<file path="config.mk">
export PLATFORM = sky130hd
export DESIGN_NAME = hic_engine_ctrl
export DESIGN_NICKNAME = d
export VERILOG_FILES = /design/src/design/hic_pkg.sv /design/src/design/hic_ctx_seq.sv /design/src/design/hic_engine_ctrl.sv
export SDC_FILE = /design/constraint.sdc
export NUM_CORES = 1
export LEC_CHECK = 0
export ABC_AREA = 1
export BUFFER_PORTS_ARGS = -buffer_cell sky130_fd_sc_hd__buf_2
export CORE_ASPECT_RATIO = 1.5
export CORE_MARGIN = 2
export CORE_UTILIZATION = 50
export CTS_CLUSTER_DIAMETER = 100
export DETAILED_ROUTE_END_ITERATION = 16
export PLACE_DENSITY = 0.82
export SYNTH_ARGS = -nofsm -noshare
export SYNTH_HDL_FRONTEND = slang
export SYNTH_SLANG_ARGS = --single-unit
</file>
<file path="constraint.sdc">
create_clock -name aclk -period 4.9 [get_ports aclk]
set_input_delay 0.98 -clock aclk [delete_from_list [all_inputs] [get_ports aclk]]
set_output_delay 0.98 -clock aclk [all_outputs]
set_load 0.005 [all_outputs]
</file>
<file path="src/design/hic_pkg.sv">
package hic_pkg;
  // Register bus geometry
  localparam int HIC_ADDR_W = 12;
  localparam int HIC_DATA_W = 32;

  // Register byte offsets
  localparam logic [11:0] HIC_SETUP_OFF = 12'h110;
  localparam logic [11:0] HIC_FLAGS_OFF = 12'h118;
  localparam logic [11:0] HIC_MASKS_OFF = 12'h11c;

  // Fields of engine_system_setup
  localparam int HIC_CTX_SWITCH_BIT = 6;
  localparam int HIC_DMA_GATE_BIT = 3;
  localparam int HIC_IRQ_GATE_BIT = 2;
  localparam logic HIC_CTX_SWITCH_RST = 1'b0;
  localparam logic HIC_DMA_GATE_RST = 1'b0;
  localparam logic HIC_IRQ_GATE_RST = 1'b0;

  // Fields of engine_irq_flags and engine_irq_masks
  localparam int HIC_CTX_FREE_BIT = 3;
  localparam int HIC_SAVED_BIT = 2;
  localparam int HIC_INPUT_BIT = 1;
  localparam int HIC_OUTPUT_BIT = 0;
  localparam logic [3:0] HIC_FLAGS_RST = 4'h8;
  localparam logic [3:0] HIC_MASKS_RST = 4'h0;

  // AXI response codes
  localparam logic [1:0] HIC_RESP_OKAY = 2'h0;
  localparam logic [1:0] HIC_RESP_SLVERR = 2'h2;

  // Register select codes
  localparam logic [1:0] HIC_SEL_SETUP = 2'h0;
  localparam logic [1:0] HIC_SEL_FLAGS = 2'h1;
  localparam logic [1:0] HIC_SEL_MASKS = 2'h2;
  localparam logic [1:0] HIC_SEL_NONE = 2'h3;

  // Context switch sequencer states
  typedef enum logic [1:0] {HIC_IDLE, HIC_DRAIN, HIC_SAVE, HIC_HOLD} hic_seq_t;
endpackage

</file>
<file path="src/design/hic_ctx_seq.sv">
`timescale 1ns/1ns
module hic_ctx_seq (
  input wire logic aclk,
  input wire logic aresetn,
  input wire logic switch_req,
  input wire logic dma_outstanding,
  input wire logic engine_busy,
  input wire logic save_done,
  input wire logic final_op,
  output logic save_req,
  output logic block_new_dma,
  output logic saved_set,
  output logic final_set
);
  hic_pkg::hic_seq_t state_reg;
  hic_pkg::hic_seq_t state_next;

  // Drain, save, then wait for software to drop the request
  always_comb begin
    state_next = state_reg;
    unique case (state_reg)
      hic_pkg::HIC_IDLE: begin
        if (switch_req) begin
          state_next = hic_pkg::HIC_DRAIN;
        end
      end
      hic_pkg::HIC_DRAIN: begin
        if (!dma_outstanding && !engine_busy) begin
          state_next = hic_pkg::HIC_SAVE;
        end
      end
      hic_pkg::HIC_SAVE: begin
        if (save_done) begin
          state_next = hic_pkg::HIC_HOLD;
        end
      end
      hic_pkg::HIC_HOLD: begin
        if (!switch_req) begin
          state_next = hic_pkg::HIC_IDLE;
        end
      end
    endcase
  end

  // State register
  always_ff @(posedge aclk) begin
    if (!aresetn) begin
      state_reg <= hic_pkg::HIC_IDLE;
    end else begin
      state_reg <= state_next;
    end
  end

  // Engine handshake and flag events
  assign save_req = (state_reg == hic_pkg::HIC_SAVE);
  assign block_new_dma = (state_reg != hic_pkg::HIC_IDLE);
  assign saved_set = save_req && save_done && !final_op;
  assign final_set = save_req && save_done && final_op;
endmodule

</file>
<file path="src/design/hic_engine_ctrl.sv">
// Implementation choice: register access over AXI4-Lite.
`timescale 1ns/1ns
// How it works
// - A context switch request drains outstanding DMA input requests, blocks new ones, waits for the engine to idle, then saves the context.
// - DMA requests leave the block only while the DMA gate bit 3 of the setup register is 1, which resets to 0.
// - The general interrupt output rises for a flag only when the global gate bit 2 and that flag's mask bit are both 1.
// - The partial interrupt output follows the saved state flag gated only by the global gate, not the masks.
// - Flag bit 3 shows that the context input registers can take a new context, and reads 1 out of reset.
// - Flag bit 2 shows that a saved context can be fetched after a switch request, and reads 0 out of reset.
// - A switch that lands on a final or outer hash leaves the saved flag low and raises a final result instead.
// - Flag bit 1 shows that the data FIFO can take the next 64-byte block, and reads 0 out of reset.
// - Flag bit 0 shows that a partial or final result or a saved context can be read.
// - Each flag has a read-write mask bit in the same position, each resetting to 0.
// - The flags are read-only and software writes leave them unchanged.
module hic_engine_ctrl (
  input wire logic aclk,
  input wire logic aresetn,
  input wire logic [hic_pkg::HIC_ADDR_W-1:0] s_axi_awaddr,
  input wire logic s_axi_awvalid,
  output logic s_axi_awready,
  input wire logic [hic_pkg::HIC_DATA_W-1:0] s_axi_wdata,
  input wire logic [3:0] s_axi_wstrb,
  input wire logic s_axi_wvalid,
  output logic s_axi_wready,
  output logic [1:0] s_axi_bresp,
  output logic s_axi_bvalid,
  input wire logic s_axi_bready,
  input wire logic [hic_pkg::HIC_ADDR_W-1:0] s_axi_araddr,
  input wire logic s_axi_arvalid,
  output logic s_axi_arready,
  output logic [hic_pkg::HIC_DATA_W-1:0] s_axi_rdata,
  output logic [1:0] s_axi_rresp,
  output logic s_axi_rvalid,
  input wire logic s_axi_rready,
  input wire logic dma_data_want,
  input wire logic dma_ctx_want,
  output logic dma_data_req,
  output logic dma_ctx_req,
  input wire logic engine_busy,
  input wire logic ctx_in_free,
  input wire logic fifo_ready,
  input wire logic result_ready,
  input wire logic final_op,
  input wire logic save_done,
  input wire logic ctx_out_read,
  output logic save_req,
  output logic result_is_final,
  output logic general_irq_out,
  output logic partial_irq_out
);
  // Decode a byte address into a register select
  function automatic logic [1:0] hic_sel(input logic [hic_pkg::HIC_ADDR_W-1:0] addr);
    logic [1:0] sel;
    sel = hic_pkg::HIC_SEL_NONE;
    if (addr == hic_pkg::HIC_SETUP_OFF) begin
      sel = hic_pkg::HIC_SEL_SETUP;
    end else if (addr == hic_pkg::HIC_FLAGS_OFF) begin
      sel = hic_pkg::HIC_SEL_FLAGS;
    end else if (addr == hic_pkg::HIC_MASKS_OFF) begin
      sel = hic_pkg::HIC_SEL_MASKS;
    end
    return sel;
  endfunction

  logic context_switch_request;
  logic dma_request_gate;
  logic global_irq_gate;
  logic [3:0] mask_reg;
  logic [3:0] flags_reg;
  logic saved_state_avail_flag;
  logic final_reg;
  logic data_held_reg;
  logic ctx_held_reg;
  logic block_new_dma;
  logic saved_set;
  logic final_set;
  logic aw_got_reg;
  logic w_got_reg;
  logic [hic_pkg::HIC_ADDR_W-1:0] awaddr_reg;
  logic [hic_pkg::HIC_DATA_W-1:0] wdata_reg;
  logic [3:0] wstrb_reg;
  logic bvalid_reg;
  logic [1:0] bresp_reg;
  logic rvalid_reg;
  logic [1:0] rresp_reg;
  logic [hic_pkg::HIC_DATA_W-1:0] rdata_reg;
  logic aw_fire;
  logic w_fire;
  logic do_write;
  logic [hic_pkg::HIC_ADDR_W-1:0] wr_addr;
  logic [hic_pkg::HIC_DATA_W-1:0] wr_data;
  logic [3:0] wr_strb;
  logic [1:0] wr_sel;
  logic [hic_pkg::HIC_DATA_W-1:0] rd_word;

  // Context save sequencer
  hic_ctx_seq u_seq (
    .aclk(aclk),
    .aresetn(aresetn),
    .switch_req(context_switch_request),
    .dma_outstanding(dma_data_req || dma_ctx_req),
    .engine_busy(engine_busy),
    .save_done(save_done),
    .final_op(final_op),
    .save_req(save_req),
    .block_new_dma(block_new_dma),
    .saved_set(saved_set),
    .final_set(final_set)
  );

  // DMA requests: a request already raised may finish during a drain, a new one may not
  assign dma_data_req = dma_request_gate && dma_data_want && (!block_new_dma || data_held_reg);
  assign dma_ctx_req = dma_request_gate && dma_ctx_want && (!block_new_dma || ctx_held_reg);

  // Remember which requests are under way
  always_ff @(posedge aclk) begin
    if (!aresetn) begin
      data_held_reg <= 1'b0;
      ctx_held_reg <= 1'b0;
    end else begin
      data_held_reg <= dma_data_req;
      ctx_held_reg <= dma_ctx_req;
    end
  end

  // Saved state and final result levels, set wins over clear
  always_ff @(posedge aclk) begin
    if (!aresetn) begin
      saved_state_avail_flag <= 1'b0;
      final_reg <= 1'b0;
    end else begin
      saved_state_avail_flag <= saved_set || (saved_state_avail_flag && !ctx_out_read);
      final_reg <= final_set || (final_reg && !ctx_out_read);
    end
  end

  // Flag levels follow the engine, no bus path writes them
  always_ff @(posedge aclk) begin
    if (!aresetn) begin
      flags_reg <= hic_pkg::HIC_FLAGS_RST;
    end else begin
      flags_reg[hic_pkg::HIC_CTX_FREE_BIT] <= ctx_in_free;
      flags_reg[hic_pkg::HIC_SAVED_BIT] <= saved_state_avail_flag;
      flags_reg[hic_pkg::HIC_INPUT_BIT] <= fifo_ready;
      flags_reg[hic_pkg::HIC_OUTPUT_BIT] <= result_ready || saved_state_avail_flag || final_reg;
    end
  end

  assign result_is_final = final_reg;

  // Interrupt outputs
  assign general_irq_out = global_irq_gate && ((flags_reg & mask_reg) != 4'h0);
  assign partial_irq_out = global_irq_gate && flags_reg[hic_pkg::HIC_SAVED_BIT];

  // Write channel acceptance, address and data in either order
  assign s_axi_awready = !aw_got_reg && !bvalid_reg;
  assign s_axi_wready = !w_got_reg && !bvalid_reg;
  assign aw_fire = s_axi_awvalid && s_axi_awready;
  assign w_fire = s_axi_wvalid && s_axi_wready;
  assign do_write = (aw_got_reg || aw_fire) && (w_got_reg || w_fire);
  assign wr_addr = aw_got_reg ? awaddr_reg : s_axi_awaddr;
  assign wr_data = w_got_reg ? wdata_reg : s_axi_wdata;
  assign wr_strb = w_got_reg ? wstrb_reg : s_axi_wstrb;
  assign wr_sel = hic_sel(wr_addr);

  // Hold whichever half of a write arrives first
  always_ff @(posedge aclk) begin
    if (!aresetn) begin
      aw_got_reg <= 1'b0;
      w_got_reg <= 1'b0;
      awaddr_reg <= '0;
      wdata_reg <= '0;
      wstrb_reg <= 4'h0;
    end else begin
      if (aw_fire) begin
        awaddr_reg <= s_axi_awaddr;
      end
      if (w_fire) begin
        wdata_reg <= s_axi_wdata;
        wstrb_reg <= s_axi_wstrb;
      end
      aw_got_reg <= !do_write && (aw_got_reg || aw_fire);
      w_got_reg <= !do_write && (w_got_reg || w_fire);
    end
  end

  // Write response
  always_ff @(posedge aclk) begin
    if (!aresetn) begin
      bvalid_reg <= 1'b0;
      bresp_reg <= hic_pkg::HIC_RESP_OKAY;
    end else if (do_write) begin
      bvalid_reg <= 1'b1;
      bresp_reg <= (wr_sel == hic_pkg::HIC_SEL_NONE) ? hic_pkg::HIC_RESP_SLVERR : hic_pkg::HIC_RESP_OKAY;
    end else if (s_axi_bready) begin
      bvalid_reg <= 1'b0;
    end
  end

  assign s_axi_bvalid = bvalid_reg;
  assign s_axi_bresp = bresp_reg;

  // Setup register, all fields in byte lane 0
  always_ff @(posedge aclk) begin
    if (!aresetn) begin
      context_switch_request <= hic_pkg::HIC_CTX_SWITCH_RST;
      dma_request_gate <= hic_pkg::HIC_DMA_GATE_RST;
      global_irq_gate <= hic_pkg::HIC_IRQ_GATE_RST;
    end else if (do_write && wr_sel == hic_pkg::HIC_SEL_SETUP && wr_strb[0]) begin
      context_switch_request <= wr_data[hic_pkg::HIC_CTX_SWITCH_BIT];
      dma_request_gate <= wr_data[hic_pkg::HIC_DMA_GATE_BIT];
      global_irq_gate <= wr_data[hic_pkg::HIC_IRQ_GATE_BIT];
    end
  end

  // Mask register; writes to the flags address land nowhere
  always_ff @(posedge aclk) begin
    if (!aresetn) begin
      mask_reg <= hic_pkg::HIC_MASKS_RST;
    end else if (do_write && wr_sel == hic_pkg::HIC_SEL_MASKS && wr_strb[0]) begin
      mask_reg <= wr_data[3:0];
    end
  end

  // Read data mux, reserved bits read zero
  always_comb begin
    rd_word = '0;
    unique case (hic_sel(s_axi_araddr))
      hic_pkg::HIC_SEL_SETUP: begin
        rd_word[hic_pkg::HIC_CTX_SWITCH_BIT] = context_switch_request;
        rd_word[hic_pkg::HIC_DMA_GATE_BIT] = dma_request_gate;
        rd_word[hic_pkg::HIC_IRQ_GATE_BIT] = global_irq_gate;
      end
      hic_pkg::HIC_SEL_FLAGS: rd_word[3:0] = flags_reg;
      hic_pkg::HIC_SEL_MASKS: rd_word[3:0] = mask_reg;
      hic_pkg::HIC_SEL_NONE: rd_word = '0;
    endcase
  end

  assign s_axi_arready = !rvalid_reg;

  // Read response
  always_ff @(posedge aclk) begin
    if (!aresetn) begin
      rvalid_reg <= 1'b0;
      rresp_reg <= hic_pkg::HIC_RESP_OKAY;
      rdata_reg <= '0;
    end else if (s_axi_arvalid && s_axi_arready) begin
      rvalid_reg <= 1'b1;
      rdata_reg <= rd_word;
      rresp_reg <= (hic_sel(s_axi_araddr) == hic_pkg::HIC_SEL_NONE) ? hic_pkg::HIC_RESP_SLVERR
                                                                     : hic_pkg::HIC_RESP_OKAY;
    end else if (s_axi_rready) begin
      rvalid_reg <= 1'b0;
    end
  end

  assign s_axi_rvalid = rvalid_reg;
  assign s_axi_rdata = rdata_reg;
  assign s_axi_rresp = rresp_reg;
endmodule

</file>
### Word level (Yosys, flattened, before mapping)

Cells that the tools add are included.

| storage, ports and cells | value |
|---|---|
| bits in registers | 50 |
| input bits | 76 |
| output and inout bits | 47 |
| word-level logic and storage cells | 116 |

| cells by class | value |
|---|---|
| equality and inequality tests | 19 |
| multiplexer cells | 25 |
| bitwise gates (word level) | 1 |
| reductions and logical operators | 51 |

Operators with widths:

| kind | count |
|---|---|
| $eq A12 B9 Y1 const B | 6 |
| $logic_and A1 B1 Y1 | 24 |
| $mux W2 | 12 |
| $pmux W2 S4 | 2 |
| $eq A2 B2 Y1 const B | 7 |
| $mux W12 | 1 |
| $logic_not A1 Y1 | 10 |
| $logic_or A1 B1 Y1 | 9 |
| $mux W1 | 8 |
| $mux W7 | 1 |
| $logic_not A2 Y1 | 3 |
| $ne A2 B2 Y1 const B | 3 |
| $reduce_bool A2 Y1 | 3 |
| $and A4 B4 Y4 | 1 |
| $eq A2 B1 Y1 const B | 2 |
| $pmux W2 S2 | 1 |
| $reduce_and A4 Y1 | 1 |
| $reduce_bool A4 Y1 | 1 |
| $ne A2 B1 Y1 const B | 1 |

### Longest topological paths before layout

| depth | value |
|---|---|
| depth after elaboration | 9 |
| depth in mapped cells | 11 |
| mapped depth without buffers | 11 |

### Modules after synthesis

From an unflattened synthesis, not the netlist that was laid out.

| second synthesis, totals | value |
|---|---|
| cell total of the unflattened synthesis | 383 |
| area total of the unflattened synthesis | 2,591.2 sq um |

Modules (own cells, without submodules):

| module | times used | cells an instance | area each (sq um) | sequential area each (sq um) |
|---|---|---|---|---|
| hic_engine_ctrl | 1 | 349 | 2,349.8 | 880.8 |
| hic_ctx_seq | 1 | 34 | 241.5 | 40.0 |

### Least setup slack after synthesis

No wires, ideal clock.

| path | value |
|---|---|
| path type | in2reg |
| from | input s_axi_araddr[4] (netlist bit) |
| to | register rdata_reg (netlist bit s_axi_rdata[1]) |
| library setup time | 0.132 ns |
| arrival time | 2.185 ns |
| data required time | 4.768 ns |
| path slack | 2.583 ns |
| stages on the path | 10 |
| path buffers | 0 |
| cells stage by stage | inv_1 -> nor2_1 -> nand4_1 -> nor4_1 -> inv_1 -> ha_1 -> inv_1 -> o22ai_1 -> nand3_1 -> a21oi_1 |

| between the ends | value |
|---|---|
| cells in the longest elaborated chain, start to end | 6 |
| elaborated cells on any way between the ends | 9 |
| those cells by class | eq/ne (5); mux (4) |

RTL lines:

| what | RTL line | RTL |
|---|---|---|
| start: declaration | hic_engine_ctrl.sv:28 | `input wire logic [hic_pkg::HIC_ADDR_W-1:0] s_axi_araddr,` |
| $eq A12 B9 Y1 | hic_engine_ctrl.sv:59 | `end else if (addr == hic_pkg::HIC_MASKS_OFF) begin` |
| $mux W1 | hic_engine_ctrl.sv:59 |  |
| $mux W2 | hic_engine_ctrl.sv:57 | `end else if (addr == hic_pkg::HIC_FLAGS_OFF) begin` |
| $mux W2 * | hic_engine_ctrl.sv:55 | `if (addr == hic_pkg::HIC_SETUP_OFF) begin` |
| $eq A2 B2 Y1 / $eq A2 B1 Y1 (equally long branches) | hic_engine_ctrl.sv:228 | `unique case (hic_sel(s_axi_araddr))` |
| $pmux W2 S2 * | hic_engine_ctrl.sv:228 |  |
| end signal: assignment | hic_engine_ctrl.sv:250 | `rdata_reg <= rd_word;` |
| end: declaration | hic_engine_ctrl.sv:86 | `logic [hic_pkg::HIC_DATA_W-1:0] rdata_reg;` |

Every way passes the cells marked *; elsewhere a longest branch is shown, timed or not.
A chain may end at the register's enable or synchronous reset.

### Final worst setup path

| path | value |
|---|---|
| from | register u_seq.state_reg[0] |
| to | output dma_data_req |

| between the ends | value |
|---|---|
| cells in the longest elaborated chain, start to end | 4 |

RTL lines:

| what | RTL line | RTL |
|---|---|---|
| start: declaration | hic_ctx_seq.sv:15 | `hic_pkg::hic_seq_t state_reg;` |
| start signal: assignment | hic_ctx_seq.sv:48 | `state_reg <= hic_pkg::HIC_IDLE;` |
| start signal: assignment | hic_ctx_seq.sv:50 | `state_reg <= state_next;` |
| $reduce_bool A2 Y1 | hic_ctx_seq.sv:56 | `assign block_new_dma = (state_reg != hic_pkg::HIC_IDLE);` |
| $logic_not A1 Y1 | hic_engine_ctrl.sv:112 | `assign dma_data_req = dma_request_gate && dma_data_want && (!block_new_dma \|\| data_held_reg);` |
| $logic_or A1 B1 Y1 | hic_engine_ctrl.sv:112 |  |
| $logic_and A1 B1 Y1 | hic_engine_ctrl.sv:112 |  |
| end: declaration | hic_engine_ctrl.sv:37 | `output logic dma_data_req,` |

Every way passes these cells.

==> results.sh <==
export IMPL_status="complete, no violations"
export IMPL_pwr_share_seq=0.489
export IMPL_cts_resized=0
export IMPL_place_inst=491
export IMPL_synthDistinctLibCells=31
export IMPL_cts_sinks=46
export IMPL_min_period_ps=2550
export IMPL_start_util=0.520
export IMPL_max_slew_worst_pin_slew_ps=698
export IMPL_slowest_stage="dfxtp_1"
export IMPL_drive_above_1_share=0.194
export IMPL_power_leakage_uw=0.00151
export IMPL_max_freq_mhz=392
export IMPL_maxSlewViolCount=0
export IMPL_vias_per_cell=4.64
export IMPL_hold_violations=0
export IMPL_ir_worst_vdd_mv=0.285
export IMPL_clk_pin_slew_ps=90
export IMPL_ys_ff_latch=46
export IMPL_crit_path_max_incr_delay_ps=370
export IMPL_p_per_area_nw_per_um2=298
export IMPL_switching_share=0.285
export IMPL_grt_pass1_vias=2117
export IMPL_fin_tns_setup_ps=0
export IMPL_drc=0
export IMPL_pre_cts_slack_ps=2210
export IMPL_cp_max_fo=3
export IMPL_hpwl_mm=3.93
export IMPL_stdcell_count=499
export IMPL_cts_made_buffers=5
export IMPL_synth_area_leaders="dfxtp_1, nand2_1, inv_1, buf_4, nor2_1"
export IMPL_antennaDiodeCount=0
export IMPL_crit_type="reg -> out"
export IMPL_clock_path_buffers=2
export IMPL_min_path_cells=2
export IMPL_hold_end="wdata_reg[2]"
export IMPL_firstDrtPassIters=4
export IMPL_finalSetupViolCount=0
export IMPL_synth_top_area_share=0.365
export IMPL_cts_tree="built"
export IMPL_syn_area_per_cell_sq_um=6.79
export IMPL_hold_path_class="reg -> reg"
export IMPL_drv_cap=0
export IMPL_async_flop_share=0
export IMPL_crit_path_start="u_seq.state_reg[0]"
export IMPL_r2r_slack_ps=3270
export IMPL_coreArea_sq_um=4850
export IMPL_r2r_end="u_seq.state_reg[0]"
export IMPL_start_kind="register"
export IMPL_placed_cell_area_sq_um=2770
export IMPL_synth_area_sq_um=2520
export IMPL_drt_iter0_drc=56
export IMPL_nets=517
export IMPL_r2r_start="u_seq.state_reg[0]"
export IMPL_fp_dieW_um=62.0
export IMPL_cts_setup_buffers=0
export IMPL_cts_max_level=2
export IMPL_grt_max_degree=37
export IMPL_synth_seq_area_share=0.365
export IMPL_power_frac_clock=0.332
export IMPL_clockRootBuffer="clkbuf_8"
export IMPL_hold_slack_ps=458
export IMPL_io_pins=123
export IMPL_synth_edf_count=0
export IMPL_worstSetupEndpointType="output port"
export IMPL_cp_common_cell="inv_1"
export IMPL_grt_antenna_before_repair=0
export IMPL_p_int_uw=614
export IMPL_ys_warnings_count=0
export IMPL_crit_arrival_ps=1570
export IMPL_grt_total_usage=0.189
export IMPL_synth_largest_area_cell="dfxtp_1"
export IMPL_fin_crit_sh=0.520
export IMPL_synth_cells=371
export IMPL_gp_congestion=0.812
export IMPL_hold_buffers=0
export IMPL_worstHoldStart="wdata_reg[2]"
export IMPL_wirelength_mm=4.96
export IMPL_synth_ff_type="dfxtp_1"
export IMPL_combPwrFrac=0.179
export IMPL_wire_per_inst_um=9.94
export IMPL_rsz0062_at_grt="false"
export IMPL_switchingPower_uw=244
export IMPL_worst_path_dominant_cell_family="simple AND/OR/NAND/NOR gates"
export IMPL_cp_cell_sequence="inv_1 > ha_1 > or2_2 > nand3_1 > inv_1 > buf_2"
export IMPL_clock_latency_ps=300
export IMPL_fin_area_sq_um=2880
export IMPL_largest_register_ffs=12
export IMPL_relSlewSlack=0.531
export IMPL_die_height_um=90.9
export IMPL_ant_nets=0
export IMPL_io_buffers=63
export IMPL_critPathRequiredTime_ps=3920
export IMPL_areaGrowthSynthToFinish_pct=14.4
export IMPL_grt_pass1_wl_mm=8.35
export IMPL_worst_path_buf_inv=3
export IMPL_vias=2315
export IMPL_layout_setup_ws_ps=2350
export IMPL_fp_row_count=31
export IMPL_r2r_cells=9
export IMPL_die_area_sq_um=5640
export IMPL_grt_overflow_total=0
export IMPL_finClkSkew_ps=7.01
-- worst max path at each step --
stage,end,slack (ps),cells past startpoint
after floorplan,s_axi_rdata[1],2580,10
after global placement,s_axi_rdata[0],2330,10
after detailed placement,s_axi_rdata[0],2210,10
after CTS,dma_data_req,2320,6
after global routing,dma_data_req,2190,6
final,dma_data_req,2350,6
-- cell type report --
type	instances	area, sq um
fillers	472	1970
multi-input cells	249	1190
flip-flops and latches	46	921
repair buffers	64	323
inverters	66	250
well taps	66	82.6
clock buffers	5	68.8
clock inverters	3	45.0
-- synthesized netlist by cell type (3+ instances only) --
cell      instances
buf_4            31
clkbuf_1          4
o21ai_0          28
nand2_1          72
ha_1              9
nand3_1          10
dfxtp_1          46
a21oi_1          27
inv_1            65
nand4_1           5
o22ai_1           4
nor2_1           44
or2_2             3
-- cells in the final DEF (no fill, tap or decap) --
cell type	n
nand4_1	5
or2_2	3
nor4_1	2
nor2_2	1
nor3_1	2
inv_1	65
nand2_1	72
nand2_2	2
o21a_1	1
nor2_1	44
o22ai_1	4
bufinv_16	1
nand3_2	2
clkinvlp_4	2
nand3_1	10
a21oi_1	27
nand3b_1	1
o21ai_1	1
o21ai_0	28
conb_1	29
buf_2	63
a221oi_1	1
o32ai_1	1
clkbuf_8	5
nor3_2	1
ha_1	9
inv_4	1
buf_4	1
xor2_1	1
o21ai_2	2
dfxtp_1	46
-- logic make-up (layout without fill, tap and decap cells) --
logic type,after synthesis,after routing,share of synthesized area
simple gates,145,145,0.244
buf+inv,104,138,0.203
compound gates,65,65,0.138
flops,46,46,0.365
fa+ha+maj,9,9,0.0447
other cells,1,29,0.00149
xor+xnor,1,1,0.00348
-- power groups by stage --
| stage | Clock [uW] | Combinational [uW] | Sequential (uW) |
|---|---|---|---|
| global route | 306 | 181 | 425 |
| detailed placement | 0 | 155 | 428 |
| CTS | 292 | 155 | 419 |
| global placement | 0 | 150 | 426 |
| finish | 285 | 154 | 419 |
| floorplan | 0 | 128 | 421 |
-- metal layers --
layer / global-route usage / share of wire / vias up
met5: 0 / 0 / -
met4: 0.0674 / 0.011 / 0
met3: 0.0442 / 0.060 / 5
met2: 0.352 / 0.54 / 81
met1: 0.188 / 0.39 / 1015
li1: - / - / 1214
-- stage by stage --
stage,util,total power (uW)
after global routing,0.595,911
after floorplan,-,549
after CTS,0.595,866
after detailed placement,0.571,583
after global placement,0.571,577
final,0.595,858
-- worst min-delay path: cells and delay by family, from the launching register on --
| family | cells | cell delay [ps] |
|---|---|---|
| buf+inv | 1 | 60 |
| flops | 1 | 310 |
| compound gates | 1 | 50 |
Note: power is estimated with default switching activity, not from simulation.
